## src/hw/cfa_pkg.sv

```systemverilog
// Purpose: shared constants for the charger fault and alarm event registers
// Assumes: eight-bit registers reached through a simple register port
// Notes:   offsets are byte register addresses on the serial control port
package cfa_pkg;

  localparam int          DATA_W            = 8;
  localparam logic [7:0]  ADDR_ALARM_MASK   = 8'h0F;
  localparam logic [7:0]  ADDR_FAULT_LIVE   = 8'h10;
  localparam logic [7:0]  ADDR_FAULT_LATCH  = 8'h11;
  localparam logic [7:0]  ADDR_FAULT_MASK   = 8'h12;
  localparam logic [7:0]  ADDR_ALARM_LATCH  = 8'h0E;
  localparam logic [7:0]  MASK_RESET        = 8'h00;
  localparam logic [7:0]  FLAG_RESET        = 8'h00;

  // alarm bit positions
  localparam int BIT_BAT_OV_ALM   = 7;
  localparam int BIT_BAT_OC_ALM   = 6;
  localparam int BIT_IN_OV_ALM    = 5;
  localparam int BIT_IN_OC_ALM    = 4;
  localparam int BIT_BAT_UC_ALM   = 3;
  localparam int BIT_ADAPTER      = 2;
  localparam int BIT_BAT_ATTACH   = 1;
  localparam int BIT_CONV_DONE    = 0;

  // fault bit positions
  localparam int BIT_BAT_OV       = 7;
  localparam int BIT_BAT_OC       = 6;
  localparam int BIT_IN_OV        = 5;
  localparam int BIT_IN_OC        = 4;
  localparam int BIT_NEAR_LIMIT   = 3;
  localparam int BIT_BAT_OT       = 2;
  localparam int BIT_CONN_OT      = 1;
  localparam int BIT_DIE_OT       = 0;

  // near-limit window is 5 percent of the fault level
  localparam int NEAR_PCT         = 5;
  localparam int PCT_FULL         = 100;

endpackage

```

## src/hw/cfa_evt_if.sv

```systemverilog
// Purpose: carrier between the register block and the sticky flag bank
// Assumes: single clock domain
// Notes:   one bundle per group of eight events
`timescale 1ns/1ps
interface cfa_evt_if #(parameter int W = 8);
  logic [W-1:0] cond;
  logic [W-1:0] flags;
  logic         rd_clear;
  logic         soft_rst;
  modport bank (input cond, input rd_clear, input soft_rst, output flags);
  modport ctrl (output cond, output rd_clear, output soft_rst, input flags);
endinterface

```

## src/hw/cfa_flag_bank.sv

```systemverilog
// Purpose: sticky event flags, cleared by a read, set winning over clear
// Assumes: cond is synchronous to core_clk
// Notes:   a condition present during the clearing read stays latched
`timescale 1ns/1ps
module cfa_flag_bank #(
  parameter int W = 8
) (
  // clock and reset
  input  wire logic core_clk,
  input  wire logic reset_n,
  // event bundle
  cfa_evt_if.bank   evt
);

  logic [W-1:0] flags_reg;
  logic [W-1:0] flags_next;

  // clear on read
  // sticky latch
  always_comb begin
    flags_next = evt.rd_clear ? evt.cond : (flags_reg | evt.cond);
    if (evt.soft_rst) begin
      flags_next = W'(cfa_pkg::FLAG_RESET);
    end
  end

  always_ff @(posedge core_clk or negedge reset_n) begin
    if (!reset_n) begin
      flags_reg <= W'(cfa_pkg::FLAG_RESET);
    end else begin
      flags_reg <= flags_next;
    end
  end

  assign evt.flags = flags_reg;
endmodule // cfa_flag_bank

```

## src/hw/cfa_fault_alarm_regs.sv

```systemverilog
// Purpose: alarm and fault event registers with masked active-low interrupt
// Assumes: register port strobes are one-cycle pulses synchronous to core_clk
// Notes:   temperature readings are compared as unsigned codes; lower sense code is hotter, higher die code is hotter
`timescale 1ns/1ps

// Operation
// alarm mask bit 1 keeps that event off the interrupt; 0 passes it.
// eight alarm mask bits are read-write, reset to 0, cleared by soft reset.
// alarm bits: 7 bat OV, 6 bat OC, 5 in OV, 4 in OC, 3 UC, 2,1,0.
// live fault bits are read-only and follow the present condition.
// fault bits: 7 bat OV, 6 bat OC, 5 in OV, 4 in OC, 3..0 thermal.
// near-limit status set while either sensor is within 5% of its fault level.
// battery over-temperature set when battery sense is below its fault level.
// connector over-temperature set when connector sense is below its fault level.
// die alarm set when die temperature exceeds the die alarm level.
// fault flags are sticky and cleared only by reading the flag register; soft reset also clears them here.
// a fault flag stays 1 if the fault occurred since the last read.
// near-limit flag latches if either sensor came within 5% since clearing.
// alarm flags at alarm mask positions latch on crossings, clear on read.
// fault mask bits, reset 0, keep set faults off the interrupt.
// interrupt low while any unmasked flag is pending, released otherwise.
module cfa_fault_alarm_regs #(
  parameter int TW = 12
) (
  // clock and reset
  input  wire logic          core_clk,
  input  wire logic          reset_n,
  // register port
  input  wire logic [7:0]    reg_addr,
  input  wire logic          reg_wr,
  input  wire logic          reg_rd,
  input  wire logic [7:0]    reg_wdata,
  output logic      [7:0]    reg_rdata,
  input  wire logic          soft_reset,
  // alarm sources
  input  wire logic [7:0]    alarm_cond,
  // fault sources
  input  wire logic          battery_overvoltage,
  input  wire logic          battery_overcurrent,
  input  wire logic          input_overvoltage,
  input  wire logic          input_overcurrent,
  // temperature readings and levels
  input  wire logic [TW-1:0] battery_temp_sense,
  input  wire logic [TW-1:0] battery_temp_fault_level,
  input  wire logic [TW-1:0] connector_temp_sense,
  input  wire logic [TW-1:0] connector_temp_fault_level,
  input  wire logic [TW-1:0] die_temp,
  input  wire logic [TW-1:0] die_temp_alarm_level,
  // interrupt
  output logic               int_n
);

  logic [7:0] alarm_mask_reg;
  logic [7:0] fault_mask_reg;
  logic [7:0] fault_live_reg;
  logic [7:0] fault_live_next;
  logic [7:0] rdata_next;
  logic       near_bat;
  logic       near_conn;

  cfa_evt_if #(.W(8)) alarm_evt ();
  cfa_evt_if #(.W(8)) fault_evt ();

  // ------------------------------------------------------------------
  // near-limit window
  // ------------------------------------------------------------------
  // true when sense lies within pct percent of level, either side
  function automatic logic within_pct(input logic [TW-1:0] sense,
                                      input logic [TW-1:0] level);
    logic [TW+7:0] diff;
    logic [TW+7:0] lhs;
    logic [TW+7:0] rhs;
    diff = (sense >= level) ? (TW+8)'(sense - level) : (TW+8)'(level - sense);
    lhs  = (TW+8)'(diff * cfa_pkg::PCT_FULL);
    rhs  = (TW+8)'(level * cfa_pkg::NEAR_PCT);
    return lhs <= rhs;
  endfunction

  assign near_bat  = within_pct(battery_temp_sense, battery_temp_fault_level);
  assign near_conn = within_pct(connector_temp_sense, connector_temp_fault_level);

  // ------------------------------------------------------------------
  // live fault state
  // ------------------------------------------------------------------
  // follows present condition
  // bit placement
  always_comb begin
    fault_live_next                          = 8'h00;
    fault_live_next[cfa_pkg::BIT_BAT_OV]     = battery_overvoltage;
    fault_live_next[cfa_pkg::BIT_BAT_OC]     = battery_overcurrent;
    fault_live_next[cfa_pkg::BIT_IN_OV]      = input_overvoltage;
    fault_live_next[cfa_pkg::BIT_IN_OC]      = input_overcurrent;
    // near-limit window
    fault_live_next[cfa_pkg::BIT_NEAR_LIMIT] = near_bat | near_conn;
    // battery sense low
    fault_live_next[cfa_pkg::BIT_BAT_OT]     = battery_temp_sense < battery_temp_fault_level;
    // connector sense low
    fault_live_next[cfa_pkg::BIT_CONN_OT]    = connector_temp_sense < connector_temp_fault_level;
    // die above alarm
    fault_live_next[cfa_pkg::BIT_DIE_OT]     = die_temp > die_temp_alarm_level;
  end

  always_ff @(posedge core_clk or negedge reset_n) begin
    if (!reset_n) begin
      fault_live_reg <= cfa_pkg::FLAG_RESET;
    end else begin
      fault_live_reg <= fault_live_next;
    end
  end

  // ------------------------------------------------------------------
  // sticky flags
  // ------------------------------------------------------------------
  // near-limit latches via bank
  assign fault_evt.cond     = fault_live_reg;
  assign fault_evt.rd_clear = reg_rd && (reg_addr == cfa_pkg::ADDR_FAULT_LATCH);
  assign fault_evt.soft_rst = soft_reset;
  // alarm event flags
  // alarm bit order
  assign alarm_evt.cond     = alarm_cond;
  assign alarm_evt.rd_clear = reg_rd && (reg_addr == cfa_pkg::ADDR_ALARM_LATCH);
  assign alarm_evt.soft_rst = soft_reset;

  cfa_flag_bank #(.W(8)) u_fault_bank (
    .core_clk (core_clk),
    .reset_n  (reset_n),
    .evt      (fault_evt.bank)
  );

  cfa_flag_bank #(.W(8)) u_alarm_bank (
    .core_clk (core_clk),
    .reset_n  (reset_n),
    .evt      (alarm_evt.bank)
  );

  // ------------------------------------------------------------------
  // mask registers
  // ------------------------------------------------------------------
  // alarm mask read-write
  always_ff @(posedge core_clk or negedge reset_n) begin
    if (!reset_n) begin
      alarm_mask_reg <= cfa_pkg::MASK_RESET;
    end else if (soft_reset) begin
      alarm_mask_reg <= cfa_pkg::MASK_RESET;
    end else if (reg_wr && reg_addr == cfa_pkg::ADDR_ALARM_MASK) begin
      alarm_mask_reg <= reg_wdata;
    end
  end

  // fault mask register
  always_ff @(posedge core_clk or negedge reset_n) begin
    if (!reset_n) begin
      fault_mask_reg <= cfa_pkg::MASK_RESET;
    end else if (soft_reset) begin
      fault_mask_reg <= cfa_pkg::MASK_RESET;
    end else if (reg_wr && reg_addr == cfa_pkg::ADDR_FAULT_MASK) begin
      fault_mask_reg <= reg_wdata;
    end
  end

  // ------------------------------------------------------------------
  // read data
  // ------------------------------------------------------------------
  always_comb begin
    unique case (reg_addr)
      cfa_pkg::ADDR_ALARM_LATCH: rdata_next = alarm_evt.flags;
      cfa_pkg::ADDR_ALARM_MASK:  rdata_next = alarm_mask_reg;
      cfa_pkg::ADDR_FAULT_LIVE:  rdata_next = fault_live_reg;
      cfa_pkg::ADDR_FAULT_LATCH: rdata_next = fault_evt.flags;
      cfa_pkg::ADDR_FAULT_MASK:  rdata_next = fault_mask_reg;
      default:                   rdata_next = 8'h00;
    endcase
  end

  always_ff @(posedge core_clk or negedge reset_n) begin
    if (!reset_n) begin
      reg_rdata <= 8'h00;
    end else if (reg_rd) begin
      reg_rdata <= rdata_next;
    end
  end

  // ------------------------------------------------------------------
  // interrupt
  // ------------------------------------------------------------------
  // alarm mask gating
  // low while pending
  always_ff @(posedge core_clk or negedge reset_n) begin
    if (!reset_n) begin
      int_n <= 1'b1;
    end else begin
      int_n <= ~(|(alarm_evt.flags & ~alarm_mask_reg) |
                 |(fault_evt.flags & ~fault_mask_reg));
    end
  end
endmodule // cfa_fault_alarm_regs

```

## config.mk

```make
export PLATFORM = sky130hd
export DESIGN_NAME = cfa_fault_alarm_regs
export DESIGN_NICKNAME = d
export VERILOG_FILES = /design/src/hw/cfa_pkg.sv /design/src/hw/cfa_evt_if.sv /design/src/hw/cfa_flag_bank.sv /design/src/hw/cfa_fault_alarm_regs.sv
export SDC_FILE = /design/constraint.sdc
export NUM_CORES = 1
export LEC_CHECK = 0
export BUFFER_PORTS_ARGS = -buffer_cell sky130_fd_sc_hd__buf_4
export CORE_ASPECT_RATIO = 2
export CORE_MARGIN = 2
export CORE_UTILIZATION = 60
export DETAILED_ROUTE_END_ITERATION = 8
export PLACE_DENSITY = 0.92
export SLEW_MARGIN = 5
export SYNTH_ARGS = -nofsm -noshare
export SYNTH_HDL_FRONTEND = slang
export SYNTH_SLANG_ARGS = --single-unit
```

## constraint.sdc

```tcl
create_clock -name core_clk -period 2.94 [get_ports core_clk]
set_input_delay 0.588 -clock core_clk [delete_from_list [all_inputs] [get_ports core_clk]]
set_output_delay 0.588 -clock core_clk [all_outputs]
set_load 0.05 [all_outputs]
```

==> results.yml, run 1 <==
run_status:
  status: "aborted with a tool error"
  lastStage: "global routing (5_1_grt)"
  error: "[ERROR GRT-0116] Global routing finished with congestion. Check the congestion regions in the DRC Viewer."
synth:
  synth_edf_count: 0
  syn-num-nets: 1418
  syn_area_per_cell_um2: 8.33
  synth_seq_cells: 49
  seq_area_frac_synth: 0.136
  yosys_warnings: 0
  async_flop_share: 1.00
  ys_types: 68
  netlist_area_um2: 9020
  synthCells: 1083
  synthFlopType: "dfrtp_1"
floorplan:
  rows: 63
  initial_core_util: 0.612
  die-height_um: 177
  ios: 114
  die_w_um: 90.7
cts:
  cts_root_buffer: "clkbuf_16"
  clockBufferDepth: 2
  cts_sinks: 49
  cts_buffers: 5
  cts.htree.levels: 2
  postCtsHoldBufs: 0
placed_design:
  port_buffers: 113
  gp_congestion: 0.953
  placedCellCount: 1608
  dp_hpwl_um: 27200
global_route:
  grt_pass1_wl_um: 65300
  grt.overflow.total: 2
  grt_usage: 0.526
  grt_pass1_vias: 12641
  grt_max_degree: 50
-- layer usage --
layer  track usage  GRT overflow
met5        0.0160             0
met2         0.819             0
met3         0.263             0
met1         0.424             0
met4         0.662             2
-- cells in the mapped netlist (all sizes together) (6+ instances only) --
master	count	area, µm²
a211oi	19	148
xor2	20	175
ha	198	2480
nor2b	12	75.1
o21bai	11	93.8
nor3	14	70.1
a21oi	83	415
nor2	101	387
a221oi	7	67.6
nand4	10	62.6
o21ai	35	175
nor4	7	43.8
o211ai	7	52.6
buf	12	81.3
inv	184	691
dfrtp	48	1200
clkbuf	13	51.3
a21o	38	285
xnor2	45	394
and3	6	37.5
fa	32	641
nand3	17	85.1
o21a	6	45.0
mux2i	49	494
nand2	32	120
-- metrics by stage --
step	cell area (µm²)	TNS, ns	setup WS, ns	hold slack (ns)
3_5_place_dp	11900	-4.00	-4.00	0.499
3_3_place_gp	11900	-3.66	-3.66	0.477
2_1_floorplan	9170	-3.21	-3.21	0.292
4_1_cts	12400	-3.24	-3.24	0.321
-- logic make-up after synthesis --
| group | synth area share |
|---|---|
| flip-flops | 0.136 |
| AO/OA/AOI/OAI | 0.189 |
| multiplexers | 0.0585 |
| buffers and inverters | 0.0921 |
| adder cells (fa/ha/maj) | 0.347 |
| XOR/XNOR | 0.0631 |
| AND/OR/NAND/NOR | 0.114 |
-- repair_timing --
item	4_1_cts
resized for setup	38
setup endpoints to repair	1
pin swaps	28
hold endpoints to repair	0
setup buffers	10
==> run 2: changes to the inputs <==
--- a/config.mk
+++ b/config.mk
@@ -6,11 +6,10 @@
 export NUM_CORES = 1
 export LEC_CHECK = 0
 export BUFFER_PORTS_ARGS = -buffer_cell sky130_fd_sc_hd__buf_4
-export CORE_ASPECT_RATIO = 2
 export CORE_MARGIN = 2
-export CORE_UTILIZATION = 60
+export CORE_UTILIZATION = 40
 export DETAILED_ROUTE_END_ITERATION = 8
-export PLACE_DENSITY = 0.92
+export PLACE_DENSITY_LB_ADDON = 0.15
 export SLEW_MARGIN = 5
 export SYNTH_ARGS = -nofsm -noshare
 export SYNTH_HDL_FRONTEND = slang
==> run 2 against run 1 <==
  * The flow now finishes, with violations (setup timing)
  * Area after synthesis unchanged
  * Synthesized cell count stayed put
==> results.yml, run 2 <==
timing:
  relSlewSlack: 0.599
  hold_viol_final: 0
  period_needed_ns: 6.13
  worstMarginPinSlew_ns: 0.601
  maxSlewViolCount: 0
  timing.final.ws_setup_ns: -3.19
  fin_worst_skew_ns: 0.00341
  min_period_over_period: 2.09
  hold_ws_ns: 0.298
  setup-tns-final_ns: -3.19
  rsz0062_at_grt: "yes"
  setup_viol: 1
  fmaxAchievable_mhz: 163
finish:
  areaGrowthSynthToFinish_pct: 37.1
  finalInstanceArea_um2: 12400
  final_common_cell: "buf_4"
  diodes: 0
  final_cell_mix: "buf_4 (359), ha_1 (189), inv_1 (178), nor2_1 (100), a21oi_1 (79)"
  drive_above_1_share: 0.296
  nets: 1761
global_route:
  antenna_found_initial: 0
  grt_max_degree: 50
  grt_usage: 0.197
  grt.overflow.total: 0
  grt_pass1_wl_um: 39400
  grt_pass1_vias: 8372
floorplan:
  ios: 114
  initial_core_util: 0.411
  core_area_um2: 22000
  rows: 54
  die_area_um2: 23800
  die_w_um: 154
  die-height_um: 154
placed_design:
  gp_congestion: 0.842
  place_area_um2: 12000
  dp_hpwl_um: 20000
  dp_slack_ns: -3.88
  port_buffers: 113
cts:
  clockBufferDepth: 2
  clkTransAtPathRegs_ns: 0.06
  cts_buffers: 5
  cts_root_buffer: "clkbuf_16"
  cts_sinks: 49
  cts_tree: "yes"
  clk_latency_ns: 0.29
  cts.htree.levels: 2
synth:
  synthCells: 1083
  synth_top_area_frac: 0.275
  yosys_warnings: 0
  synthFlopType: "dfrtp_1"
  synth_edf_count: 0
  synth_seq_cells: 49
  async_flop_share: 1.00
  seq_area_frac_synth: 0.136
  ys_types: 68
  yosysTopAreaCell: "ha_1"
  syn-num-nets: 1418
  syn_area_per_cell_um2: 8.33
  synth.area.top_cells: "ha_1 (27%), dfrtp_1 (13%), inv_1 (7.7%)"
  synthTopCellsByCount: "ha_1 (198), inv_1 (184), nor2_1 (100), a21oi_1 (83)"
  yosysMostFrequentCell: "ha_1"
  netlist_area_um2: 9020
detailed_routing:
  num_vias: 8543
  drc: 0
  firstDrtPassIters: 4
  wirelength_um: 23000
  wire_per_inst_um: 13.5
  drtIter0Drc: 374
  ant_nets: 0
  viasPerCell: 5.00
run_status:
  violations: "setup timing"
  status: "complete, but fails checks"
setup_path:
  crit_arrival_ns: 6.36
  reg2reg_to: "reg_rdata[1]$_DFFE_PN0P_"
  slowest_delay_ns: 0.53
  r2r-start: "fault_mask_reg[1]$_DFFE_PN0P_"
  reg2reg_depth: 4
  worstPathMaxFanout: 5
  timing.critical_path.slowest_stage_cell: "fa_1"
  r2r_setup_slack_ns: 1.75
  crit_start: "battery_temp_sense[1]"
  required_ns: 3.16
  setup.worst_path.end: "fault_evt.cond[3]$_DFF_PN0_"
  end_kind: "register"
  setup.worst_path.start_class: "input pin"
  critical_path_class: "input pin to register"
power_and_ir_drop:
  finalPower_w: 0.0120
  powerDensity_nw_per_um2: 973
  p_leak_nw: 6.63
  peakVddDrop_uv: 743
hold_path:
  hp-class: "input pin to asynchronous set/reset pin"
run:
  maxCapViolCount: 0
[run 2: how the worst min path moves through the flow]
stage                                start                             endpoint  slack, ns  cells past startpoint
3_5_place_dp   fault_evt.cond[1]$_DFF_PN0_  u_fault_bank.evt.flags[1]$_DFF_PN0_       0.48                      2
4_1_cts                            reset_n             reg_rdata[3]$_DFFE_PN0P_       0.33                      1
6_report                           reset_n             reg_rdata[3]$_DFFE_PN0P_       0.30                      1
5_1_grt                            reset_n             reg_rdata[3]$_DFFE_PN0P_       0.36                      1
3_3_place_gp   fault_evt.cond[2]$_DFF_PN0_  u_fault_bank.evt.flags[2]$_DFF_PN0_       0.48                      2
2_1_floorplan                      reset_n        alarm_mask_reg[0]$_DFFE_PN0P_       0.29                      0
[run 2: routing by layer]
metal / vias to the layer above / global-route usage / part of all wire / wire (µm)
li1: 4432 / - / - / -
met1: 3957 / 0.287 / 0.50 / 11600
met2: 136 / 0.325 / 0.45 / 10400
met3: 18 / 0.0172 / 0.037 / 841
met4: 0 / 0.0263 / 0.0095 / 218
met5: - / 0 / 0 / 0
[run 2: worst max-delay path: cells and delay by family]
family | cells | cell delay (ns)
fa+ha+maj | 6 | 1.87
simple gates | 5 | 0.79
compound gates | 10 | 2.05
xor+xnor | 2 | 0.35
buf+inv | 5 | 0.44
mux | 1 | 0.27
[run 2: stage by stage]
stage                util  cells
detailed placement  0.548   1692
floorplan               -   1083
finish              0.563   1707
global placement    0.548   1692
global route        0.563   1707
CTS                 0.561   1706
[run 2: cell families after synthesis]
group / synth area share
XOR/XNOR: 0.0631
AO/OA/AOI/OAI: 0.189
adder cells (fa/ha/maj): 0.347
AND/OR/NAND/NOR: 0.114
flip-flops: 0.136
buffers and inverters: 0.0921
multiplexers: 0.0585
[run 2: cell type report]
type,instances,area [µm²]
Timing Repair Buffer,360,2710
Sequential cell,49,1230
Inverter,186,703
Multi-Input combinational cell,824,7230
Clock buffer,7,143
Fill cell,2063,9590
Tap cell,280,350
Clock inverter,1,7.51
[run 2: repair_timing]
action,CTS,global route
endpoints found under the setup margin,1,1
pin swaps,12,3
resized for setup,17,8
buffers inserted,5,1
cloned,1,0
hold buffers,0,0
[run 2: where the power goes]
part | total (W) | leakage [nW] | internal, W | switching [W]
clock network | 0.000584 | 0.0701 | 0.000339 | 0.000245
logic | 0.0107 | 5.93 | 0.00550 | 0.00521
registers | 0.000734 | 0.630 | 0.000710 | 0.0000240
total | 0.0120 | 6.63 | 0.00655 | 0.00548
(Power assumes the default switching activity.)
